==> src/design/orient_filter_pkg.sv <==
package orient_filter_pkg;
   // timing
   localparam longint CLK_HZ = 20_000_000;
   localparam longint CAL_TIME_S = 30;
   localparam longint CAL_CYCLES = CAL_TIME_S * CLK_HZ;
   localparam longint AXIS_TIME_S = 10;
   localparam longint AXIS_CYCLES = AXIS_TIME_S * CLK_HZ;
   localparam longint STILL_TIME_MS = 500;
   localparam longint STILL_CYCLES = STILL_TIME_MS * CLK_HZ / 1000;
   localparam longint OUT_RATE_HZ = 300;
   localparam longint OUT_GAP_CYCLES = (CLK_HZ + OUT_RATE_HZ - 1) / OUT_RATE_HZ;
   localparam longint ACQ_RATE_HZ = 500;
   localparam longint ACQ_GAP_CYCLES = CLK_HZ / ACQ_RATE_HZ;
   // arithmetic
   localparam int AVG_SHIFT = 6;
   localparam int BIAS_FRAC = 8;
   localparam int COEF_FRAC = 16;
   localparam logic [16:0] COEF_A100 = 17'h0199A;
   localparam logic [16:0] COEF_A050 = 17'h00CCD;
   localparam logic [16:0] COEF_A010 = 17'h0028F;
   localparam logic [16:0] COEF_A005 = 17'h00148;
   localparam logic [16:0] COEF_A001 = 17'h00042;
   // register offsets
   localparam logic [7:0] REG_CTRL = 8'h00;
   localparam logic [7:0] REG_CMD = 8'h04;
   localparam logic [7:0] REG_STATUS = 8'h08;
   localparam logic [7:0] REG_THRESH = 8'h0C;
   localparam logic [7:0] REG_BIAS = 8'h10;
   localparam logic [7:0] REG_MATRIX = 8'h20;
   // control fields
   localparam int CTRL_LP_LSB = 0;
   localparam int CTRL_THR_BIT = 3;
   localparam int CTRL_AUTO_BIT = 4;
   localparam int CTRL_ROT_BIT = 5;
   localparam int CTRL_LIN_LSB = 6;
   // command fields
   localparam int CMD_BASIC_BIT = 0;
   localparam int CMD_ADV_BIT = 1;
   localparam int CMD_NEXT_BIT = 2;
   localparam int CMD_CLR_BIT = 3;
   // status fields
   localparam int STAT_BASIC_BIT = 0;
   localparam int STAT_ADV_BIT = 1;
   localparam int STAT_WAIT_BIT = 2;
   localparam int STAT_SLOW_BIT = 3;
   localparam int STAT_MOVE_BIT = 4;
   localparam int STAT_AXIS_LSB = 5;
   typedef enum logic [2:0] {
      LP_OFF = 3'h0, LP_A100 = 3'h1, LP_A050 = 3'h2,
      LP_A010 = 3'h3, LP_A005 = 3'h4, LP_A001 = 3'h5
   } lp_sel_type;
   typedef enum logic [1:0] {LIN_OFF = 2'h0, LIN_WEAK = 2'h1, LIN_STRONG = 2'h2} lin_mode_type;
   typedef enum logic [3:0] {
      ST_IDLE = 4'h1, ST_BASIC = 4'h2, ST_ADV = 4'h4, ST_WAIT = 4'h8
   } st_type;
   // reset values
   localparam lp_sel_type LP_RESET = LP_OFF;
   localparam logic THR_EN_RESET = 1'h0;
   localparam logic AUTO_EN_RESET = 1'h1;
   localparam logic ROT_EN_RESET = 1'h0;
   localparam lin_mode_type LIN_RESET = LIN_STRONG;
endpackage : orient_filter_pkg

==> src/design/orient_filter.sv <==
`timescale 1ns/1ps
module sample_fifo #(
   parameter int WIDTH = 16,
   parameter int DEPTH = 32
) (
   // clock and reset
   input wire logic ref_clk,
   input wire logic rst_n,
   // fill side
   input wire logic in_valid,
   output logic in_ready,
   input wire logic [WIDTH-1:0] in_data,
   // drain side
   output logic out_valid,
   input wire logic out_ready,
   output logic [WIDTH-1:0] out_data
);
   localparam int AW = $clog2(DEPTH);
   if (DEPTH < 2 || (1 << AW) != DEPTH || WIDTH < 1) begin : g_bad
      $error("fifo depth must be a power of two of at least 2");
   end
   typedef struct packed {
      logic [DEPTH-1:0][WIDTH-1:0] mem;
      logic [AW-1:0] wr;
      logic [AW-1:0] rd;
      logic [AW:0] count;
   } fifo_state_type;
   fifo_state_type r;
   fifo_state_type n;
   logic push;
   logic pop;
   assign in_ready = (r.count != (AW+1)'(DEPTH));
   assign out_valid = (r.count != '0);
   assign out_data = r.mem[r.rd];
   assign push = in_valid && in_ready;
   assign pop = out_valid && out_ready;
   always_comb begin
      n = r;
      if (push) begin
         n.mem[r.wr] = in_data;
         n.wr = r.wr + 1'b1;
      end
      if (pop) begin
         n.rd = r.rd + 1'b1;
      end
      n.count = r.count + (AW+1)'(push) - (AW+1)'(pop);
   end
   always_ff @(posedge ref_clk) begin
      if (!rst_n) begin
         r <= '0;
      end else begin
         r <= n;
      end
   end
endmodule : sample_fifo

// How it works
// - with smoothing on, each output is (1-a) times the previous output plus a times the new fused input; the first after a change of a passes through.
// - a is chosen among off, 0.1, 0.05, 0.01, 0.005 and 0.001, and off (the reset value) passes data through.
// - with thresholding on, the orientation only updates while the gyro moves; it is off after reset.
// - the gyro threshold is only ever set by the gyro calibration, never written directly.
// - with auto-calibration on (the default), after enough still time the gyro offset tracks live samples.
// - a basic calibration command runs about 30 s estimating bias and threshold, then returns to normal.
// - rotational acceleration compensation is a switch passed to fusion, off by default.
// - linear acceleration compensation has presets off, weak and strong, strong by default.
// - gyro samples must arrive at 500 Hz or faster and output samples leave no faster than 300 Hz.
// - an advanced calibration measures each axis upward in turn and rebuilds the gain and misalignment matrix.
module orient_filter
   import orient_filter_pkg::*;
#(
   parameter int DATA_W = 16,
   parameter int GYRO_W = 16,
   parameter int FIFO_DEPTH = 32,
   parameter int unsigned CAL_CYC = 32'(CAL_CYCLES),
   parameter int unsigned AXIS_CYC = 32'(AXIS_CYCLES),
   parameter int unsigned STILL_CYC = 32'(STILL_CYCLES),
   parameter int unsigned OUT_GAP = 32'(OUT_GAP_CYCLES),
   parameter int unsigned ACQ_GAP = 32'(ACQ_GAP_CYCLES)
) (
   // clock and reset
   input wire logic ref_clk,
   input wire logic rst_n,
   // register port
   input wire logic [7:0] reg_addr,
   input wire logic [31:0] reg_wdata,
   input wire logic reg_wr,
   input wire logic reg_rd,
   output logic [31:0] reg_rdata,
   // gyro samples
   input wire logic gyro_valid,
   input wire logic [GYRO_W-1:0] gyro_x,
   input wire logic [GYRO_W-1:0] gyro_y,
   input wire logic [GYRO_W-1:0] gyro_z,
   // fused orientation in
   input wire logic fused_valid,
   output logic fused_ready,
   input wire logic [DATA_W-1:0] fused_data,
   // filtered orientation out
   output logic out_valid,
   input wire logic out_ready,
   output logic [DATA_W-1:0] out_data,
   // fusion settings
   output logic [1:0] lin_acc_mode,
   output logic rot_acc_en
);
   localparam int BW = GYRO_W + BIAS_FRAC;
   localparam int AW = DATA_W + COEF_FRAC;
   if (DATA_W < 2 || DATA_W > 32 || GYRO_W < 2 || GYRO_W > 31 || CAL_CYC < 2 || AXIS_CYC < 2
       || STILL_CYC < 1 || OUT_GAP < 1 || ACQ_GAP < 2) begin : g_bad
      $error("orient_filter parameters out of range");
   end
   typedef struct packed {
      st_type st;
      lp_sel_type lp;
      logic thr_en;
      logic auto_en;
      logic rot_en;
      lin_mode_type lin;
      logic prime;
      logic [31:0] cal_cnt;
      logic [31:0] still_cnt;
      logic [31:0] acq_cnt;
      logic [31:0] gap_cnt;
      logic slow;
      logic moving;
      logic [1:0] axis;
      logic [2:0][BW-1:0] bias;
      logic [8:0][BW-1:0] mat;
      logic [GYRO_W:0] thr;
      logic [AW-1:0] acc;
      logic [DATA_W-1:0] last;
      logic st_valid;
      logic [DATA_W-1:0] st_data;
      logic fused_ready;
      logic out_valid;
      logic [DATA_W-1:0] out_data;
      logic [31:0] rdata;
   } state_type;
   state_type r;
   state_type n;
   logic [2:0][GYRO_W-1:0] g;
   logic fifo_in_ready;
   logic fifo_out_valid;
   logic fifo_pop;
   logic [DATA_W-1:0] fifo_data;
   assign g = {gyro_z, gyro_y, gyro_x};

   function automatic logic [BW-1:0] avg_step(input logic [BW-1:0] b, input logic [GYRO_W-1:0] s);
      logic signed [BW:0] d;
      d = $signed({s[GYRO_W-1], s, {BIAS_FRAC{1'b0}}}) - $signed({b[BW-1], b});
      avg_step = BW'($signed({b[BW-1], b}) + (d >>> AVG_SHIFT));
   endfunction : avg_step

   function automatic logic [GYRO_W:0] abs_dev(input logic [BW-1:0] b, input logic [GYRO_W-1:0] s);
      logic signed [GYRO_W:0] d;
      d = $signed({s[GYRO_W-1], s}) - $signed({b[BW-1], b[BW-1:BIAS_FRAC]});
      abs_dev = d[GYRO_W] ? (GYRO_W+1)'(-d) : d;
   endfunction : abs_dev

   function automatic logic [16:0] coef_of(input lp_sel_type sel);
      case (sel)
         LP_A100: coef_of = COEF_A100;
         LP_A050: coef_of = COEF_A050;
         LP_A010: coef_of = COEF_A010;
         LP_A005: coef_of = COEF_A005;
         LP_A001: coef_of = COEF_A001;
         default: coef_of = 17'h00000;
      endcase
   endfunction : coef_of

   sample_fifo #(
      .WIDTH(DATA_W),
      .DEPTH(FIFO_DEPTH)
   ) u_fifo (
      .ref_clk(ref_clk),
      .rst_n(rst_n),
      .in_valid(r.st_valid),
      .in_ready(fifo_in_ready),
      .in_data(r.st_data),
      .out_valid(fifo_out_valid),
      .out_ready(fifo_pop),
      .out_data(fifo_data)
   );

   always_comb begin
      logic mov;
      logic [GYRO_W:0] dev;
      logic signed [AW:0] diff;
      logic signed [AW+18:0] prod;
      logic [AW-1:0] acc_new;
      logic [DATA_W-1:0] y;
      lp_sel_type lp_new;
      n = r;
      mov = 1'b0;
      dev = '0;
      diff = '0;
      prod = '0;
      acc_new = r.acc;
      y = r.last;
      lp_new = LP_OFF;
      fifo_pop = 1'b0;
      // gyro motion check against the current bias
      for (int i = 0; i < 3; i++) begin
         if (abs_dev(r.bias[i], g[i]) > r.thr) begin
            mov = 1'b1;
         end
      end
      if (gyro_valid) begin
         n.moving = mov;
      end
      // acquisition rate watchdog
      if (reg_wr && reg_addr == REG_CMD && reg_wdata[CMD_CLR_BIT]) begin
         n.slow = 1'b0;
      end
      if (gyro_valid) begin
         n.acq_cnt = '0;
      end else if (r.acq_cnt != ACQ_GAP) begin
         n.acq_cnt = r.acq_cnt + 32'h1;
      end
      if (!gyro_valid && r.acq_cnt == ACQ_GAP - 1) begin
         n.slow = 1'b1;
      end
      // calibration sequencing
      case (r.st)
         ST_IDLE: begin
            if (gyro_valid && mov) begin
               n.still_cnt = '0;
            end else if (r.still_cnt != STILL_CYC) begin
               n.still_cnt = r.still_cnt + 32'h1;
            end
            if (r.auto_en && gyro_valid && !mov && r.still_cnt == STILL_CYC) begin
               for (int i = 0; i < 3; i++) begin
                  n.bias[i] = avg_step(r.bias[i], g[i]);
               end
            end
            if (reg_wr && reg_addr == REG_CMD && reg_wdata[CMD_BASIC_BIT]) begin
               n.st = ST_BASIC;
               n.cal_cnt = '0;
               n.thr = '0;
            end else if (reg_wr && reg_addr == REG_CMD && reg_wdata[CMD_ADV_BIT]) begin
               n.st = ST_ADV;
               n.cal_cnt = '0;
               n.axis = 2'h0;
            end
         end
         ST_BASIC: begin
            n.cal_cnt = r.cal_cnt + 32'h1;
            if (gyro_valid) begin
               for (int i = 0; i < 3; i++) begin
                  n.bias[i] = avg_step(r.bias[i], g[i]);
                  dev = abs_dev(r.bias[i], g[i]);
                  if (r.cal_cnt >= CAL_CYC / 2 && dev > n.thr) begin
                     n.thr = dev;
                  end
               end
            end
            if (r.cal_cnt == CAL_CYC - 1) begin
               n.st = ST_IDLE;
               n.still_cnt = '0;
            end
         end
         ST_ADV: begin
            n.cal_cnt = r.cal_cnt + 32'h1;
            if (gyro_valid) begin
               for (int j = 0; j < 3; j++) begin
                  n.mat[3*r.axis+j] = avg_step(r.mat[3*r.axis+j], g[j]);
               end
            end
            if (r.cal_cnt == AXIS_CYC - 1) begin
               n.st = (r.axis == 2'h2) ? ST_IDLE : ST_WAIT;
               n.axis = (r.axis == 2'h2) ? 2'h0 : r.axis + 2'h1;
               n.still_cnt = '0;
            end
         end
         ST_WAIT: begin
            if (reg_wr && reg_addr == REG_CMD && reg_wdata[CMD_NEXT_BIT]) begin
               n.st = ST_ADV;
               n.cal_cnt = '0;
            end
         end
         default: begin
            n.st = ST_IDLE;
         end
      endcase
      // control register
      if (reg_wr && reg_addr == REG_CTRL) begin
         lp_new = lp_sel_type'(reg_wdata[CTRL_LP_LSB +: 3]);
         if (lp_new > LP_A001) begin
            lp_new = LP_OFF;
         end
         n.lp = lp_new;
         if (lp_new != r.lp) begin
            n.prime = 1'b1;
         end
         n.thr_en = reg_wdata[CTRL_THR_BIT];
         n.auto_en = reg_wdata[CTRL_AUTO_BIT];
         n.rot_en = reg_wdata[CTRL_ROT_BIT];
         n.lin = (reg_wdata[CTRL_LIN_LSB +: 2] == 2'h3) ? LIN_STRONG
                 : lin_mode_type'(reg_wdata[CTRL_LIN_LSB +: 2]);
      end
      // smoothing stage
      if (r.st_valid && fifo_in_ready) begin
         n.st_valid = 1'b0;
      end
      if (fused_valid && r.fused_ready) begin
         if (r.thr_en && !r.moving) begin
            y = r.last;
         end else if (r.lp == LP_OFF) begin
            y = fused_data;
         end else if (r.prime) begin
            acc_new = {fused_data, {COEF_FRAC{1'b0}}};
            y = fused_data;
            n.prime = 1'b0;
         end else begin
            diff = $signed({fused_data[DATA_W-1], fused_data, {COEF_FRAC{1'b0}}})
                   - $signed({r.acc[AW-1], r.acc});
            prod = diff * $signed({1'b0, coef_of(r.lp)});
            acc_new = AW'($signed(r.acc) + (prod >>> COEF_FRAC));
            y = acc_new[AW-1:COEF_FRAC];
         end
         n.acc = acc_new;
         n.last = y;
         n.st_valid = 1'b1;
         n.st_data = y;
      end
      n.fused_ready = !n.st_valid;
      // output pacing
      if (r.gap_cnt != OUT_GAP) begin
         n.gap_cnt = r.gap_cnt + 32'h1;
      end
      if (r.out_valid && out_ready) begin
         n.out_valid = 1'b0;
      end
      if (fifo_out_valid && (!r.out_valid || out_ready) && r.gap_cnt >= OUT_GAP - 1) begin
         fifo_pop = 1'b1;
         n.out_valid = 1'b1;
         n.out_data = fifo_data;
         n.gap_cnt = '0;
      end
      // register reads
      n.rdata = '0;
      if (reg_rd) begin
         case (reg_addr)
            REG_CTRL: begin
               n.rdata[CTRL_LP_LSB +: 3] = r.lp;
               n.rdata[CTRL_THR_BIT] = r.thr_en;
               n.rdata[CTRL_AUTO_BIT] = r.auto_en;
               n.rdata[CTRL_ROT_BIT] = r.rot_en;
               n.rdata[CTRL_LIN_LSB +: 2] = r.lin;
            end
            REG_STATUS: begin
               n.rdata[STAT_BASIC_BIT] = (r.st == ST_BASIC);
               n.rdata[STAT_ADV_BIT] = (r.st == ST_ADV);
               n.rdata[STAT_WAIT_BIT] = (r.st == ST_WAIT);
               n.rdata[STAT_SLOW_BIT] = r.slow;
               n.rdata[STAT_MOVE_BIT] = r.moving;
               n.rdata[STAT_AXIS_LSB +: 2] = r.axis;
            end
            REG_THRESH: begin
               n.rdata = 32'(r.thr);
            end
            default: begin
               for (int i = 0; i < 3; i++) begin
                  if (reg_addr == 8'(REG_BIAS + 4 * i)) begin
                     n.rdata = 32'($signed(r.bias[i][BW-1:BIAS_FRAC]));
                  end
               end
               for (int k = 0; k < 9; k++) begin
                  if (reg_addr == 8'(REG_MATRIX + 4 * k)) begin
                     n.rdata = 32'($signed(r.mat[k][BW-1:BIAS_FRAC]));
                  end
               end
            end
         endcase
      end
   end

   always_ff @(posedge ref_clk) begin
      if (!rst_n) begin
         r <= '0;
         r.st <= ST_IDLE;
         r.lp <= LP_RESET;
         r.thr_en <= THR_EN_RESET;
         r.auto_en <= AUTO_EN_RESET;
         r.rot_en <= ROT_EN_RESET;
         r.lin <= LIN_RESET;
         r.prime <= 1'b1;
      end else begin
         r <= n;
      end
   end

   assign reg_rdata = r.rdata;
   assign fused_ready = r.fused_ready;
   assign out_valid = r.out_valid;
   assign out_data = r.out_data;
   assign lin_acc_mode = r.lin;
   assign rot_acc_en = r.rot_en;
endmodule : orient_filter

==> config.mk <==
export PLATFORM = sky130hd
export DESIGN_NAME = orient_filter
export DESIGN_NICKNAME = d
export VERILOG_FILES = /design/src/design/orient_filter_pkg.sv /design/src/design/orient_filter.sv
export SDC_FILE = /design/constraint.sdc
export NUM_CORES = 2
export LEC_CHECK = 0
export BUFFER_PORTS_ARGS = -buffer_cell sky130_fd_sc_hd__buf_2
export CAP_MARGIN = 10
export CORE_MARGIN = 2
export CORE_UTILIZATION = 35
export DETAILED_ROUTE_END_ITERATION = 12
export MAX_ROUTING_LAYER = met4
export PLACE_DENSITY = 0.58
export SKIP_CTS_REPAIR_TIMING = 1
export SLEW_MARGIN = 40
export SYNTH_ARGS = -nofsm -noshare
export SYNTH_HDL_FRONTEND = slang
export SYNTH_SLANG_ARGS = --single-unit
==> constraint.sdc <==
create_clock -name ref_clk -period 31.6 [get_ports ref_clk]
set_input_delay 4.74 -clock ref_clk [delete_from_list [all_inputs] [get_ports ref_clk]]
set_output_delay 4.74 -clock ref_clk [all_outputs]
set_load 0.1 [all_outputs]
==> flow_summary.yaml <==
synth:
  synth_top_area_share: 0.253
  synthesis.nets: 11311
  avgSynthCellArea_um2: 8.20
  synth_top_flop_cell: "dfxtp_1"
  yosysTopAreaCell: "dfxtp_1"
  synth-seq-cells: 1063
  synthTopCellsByArea: "dfxtp_1, fa_1, ha_1, mux4_2, nand2_1"
  synth_edf_count: 0
  syn-instance-count: 10268
  yosysWarnings: 0
  synth_area_um2: 84200
  yosysUniqueCellTypes: 101
  synth-async-reset-ratio: 0
  seq_area_frac_synth: 0.253
routing:
  wl_per_cell_um: 23.4
  drc: 0
  antenna_left: 0
  drt_first_iter_violations: 9232
  wirelength_um: 313000
  routed_via_density: 5.82
  drtPass1Iterations: 7
  via_count: 77708
floorplan:
  row_count: 180
  die_h_um: 495
  die_w_um: 495
  ios: 164
  initial_core_util: 0.351
  core_area_um2: 240000
  die_area_um2: 245000
cells_and_area:
  area_delta_synth_final_pct: 9.68
  drive_above_1_share: 0.0986
  final_nets: 11079
  layout_common_cells: "nand2_1, dfxtp_1, a21oi_1, nor2_1, inv_1"
  fill_cells: 24222
  fin_area_um2: 92400
  layout_commonest_cell: "nand2_1"
power_and_ir_drop:
  power_frac_seq: 0.422
  p_comb_frac: 0.134
  p_sw_uw: 925
  intPower_uw: 2280
  leakage_uw: 0.0358
  clkPwrFrac: 0.444
  ir_worst_vdd_uv: 44.4
  sw_frac_of_total: 0.289
  powerDensity_nw_per_um2: 34.7
grt:
  overflow: 0
  antenna_found_initial: 54
  grt_pass1_vias: 74076
  grt_pass1_wl_um: 465000
  grt_max_degree: 210
  grtUsageTotal: 0.255
clocking:
  cts_max_level: 3
  clockBufferDepth: 3
  root_buffer: "clkbuf_16"
  cts_tree: "built"
  numCtsBuffers: 114
  clock-sinks: 1063
  clk_latency_ns: 0.83
  clk_pin_slew_ns: 0.06
timing:
  timing.fmax_mhz: 67.6
  finalHoldViolCount: 0
  tns_ns: 0
  worstMarginPinSlew_ns: 1.01
  fin_crit_ns: 14.80
  fin_crit_sh: 0.468
  maxSlewViolCount: 0
  setup_slack_ns: 16.80
  skew_ns: 0.0936
  maxSlewHeadroom: 0.322
  setup_viol: 0
  rsz0062_at_grt: "no"
placed_design:
  dpl.hpwl_um: 226000
  place_ws_ns: 15.80
  place_area_um2: 88100
  port_buffers: 139
  gp_congestion: 1.01
status:
  outcome: "finished clean"
job:
  max-cap-violations: 0
worst_setup_path:
  critPathLaunchType: "primary input"
  crit_arrival_ns: 15.46
  cp.required_ns: 32.26
  end_kind: "flop"
  path_class: "primary input to flop"
  critPathSlowestCell: "xor2_1"
  crit_top_cell: "o21a_1"
  max_stage_delay_ns: 0.76
  crit_fanout: 16
min_path:
  holdCritPathClass: "flop to flop"
==> stage by stage <==
stage	power [uW]	utilization	hold WS [ns]	instances
6_report	3200	0.385	0.452	13351
5_1_grt	3300	0.385	0.463	13341
4_1_cts	3210	0.384	0.452	13314
3_5_place_dp	1790	0.367	0.443	13102
3_3_place_gp	1780	0.365	0.438	13099
2_1_floorplan	1650	-	0.433	10268
==> cell families (layout without fill, tap and decap cells) <==
family,Yosys count,count (layout),share of synthesized area
adder cells (fa/ha/maj),932,932,0.170
AND/OR/NAND/NOR,3545,3545,0.185
flip-flops,1063,1063,0.253
AO/OA/AOI/OAI,2395,2395,0.179
other,0,34,0
buffers and inverters,1407,1271,0.0658
multiplexers,435,435,0.0956
XOR/XNOR,491,491,0.0517
==> worst paths after layout <==
path                                   start  slack, ns  cells past startpoint                          to
setup reg to reg          r[92]$_SDFFE_PN0P_      19.80                     43          r[61]$_SDFFE_PN0P_
hold reg to reg   u_fifo.r[178]$_SDFFE_PN0P_       0.45                      2  u_fifo.r[178]$_SDFFE_PN0P_
setup / recovery                   gyro_x[0]      16.80                     46         r[129]$_SDFFE_PN0P_
hold / removal    u_fifo.r[178]$_SDFFE_PN0P_       0.45                      2  u_fifo.r[178]$_SDFFE_PN0P_
==> cells in the mapped netlist (66+ instances only) <==
master    instances
a211oi_1        101
a21o_1          159
a21oi_1        1051
a221oi_1         94
a22oi_1          89
and2_1           73
and3_1           66
clkbuf_1        534
dfxtp_1        1063
fa_1            359
ha_1            573
inv_1           745
mux2i_1         122
mux4_2          292
nand2_1        1731
nand3_1         241
nand4_1          80
nor2_1          816
nor2b_1         110
nor3_1          154
o211ai_1         69
o21a_1           79
o21ai_0         284
xnor2_1         277
xor2_1          209
==> critical path, delay by kind of cell <==
family	cells	cell delay (ns)
adder cells (fa/ha/maj)	5	1.46
XOR/XNOR	2	0.97
AO/OA/AOI/OAI	26	5.85
AND/OR/NAND/NOR	4	0.60
multiplexers	2	0.68
buffers and inverters	7	1.10
==> flip-flops by register name, indices dropped and copies added, names as in the netlist <==
name / flops
u_fifo.r: 528
r: 496
fused_ready: 1
lin_acc_mode: 2
out_data: 16
reg_rdata: 18
rot_acc_en: 1
out_valid: 1
==> final cells by class <==
type                            instances  area (um2)  area share
Antenna cell                           34        85.1    0.000921
Clock buffer                          165        3360      0.0364
Clock inverter                         47         593     0.00642
Inverter                              746        2810      0.0304
Multi-Input combinational cell       7798       58100       0.629
Sequential cell                      1063       21300       0.231
Tap cell                             3185        3990      0.0431
Timing Repair Buffer                  313        2150      0.0233
==> power by group through the flow <==
| stage | Sequential [uW] | Clock (uW) | Combinational (uW) |
|---|---|---|---|
| finish | 1350 | 1420 | 430 |
| global route | 1350 | 1490 | 461 |
| CTS | 1350 | 1440 | 415 |
| detailed placement | 1380 | 0 | 413 |
| global placement | 1380 | 0 | 399 |
| floorplan | 1380 | 0 | 276 |
==> layer usage <==
layer | global-route usage | up-vias | wire, um
met4 | 0.101 | 0 | 14200
met1 | 0.331 | 37832 | 129000
met2 | 0.380 | 3844 | 136000
met3 | 0.0611 | 734 | 33700
met5 | - | - | 0
li1 | - | 35298 | -
No activity file was read; power rests on OpenSTA's default activity.
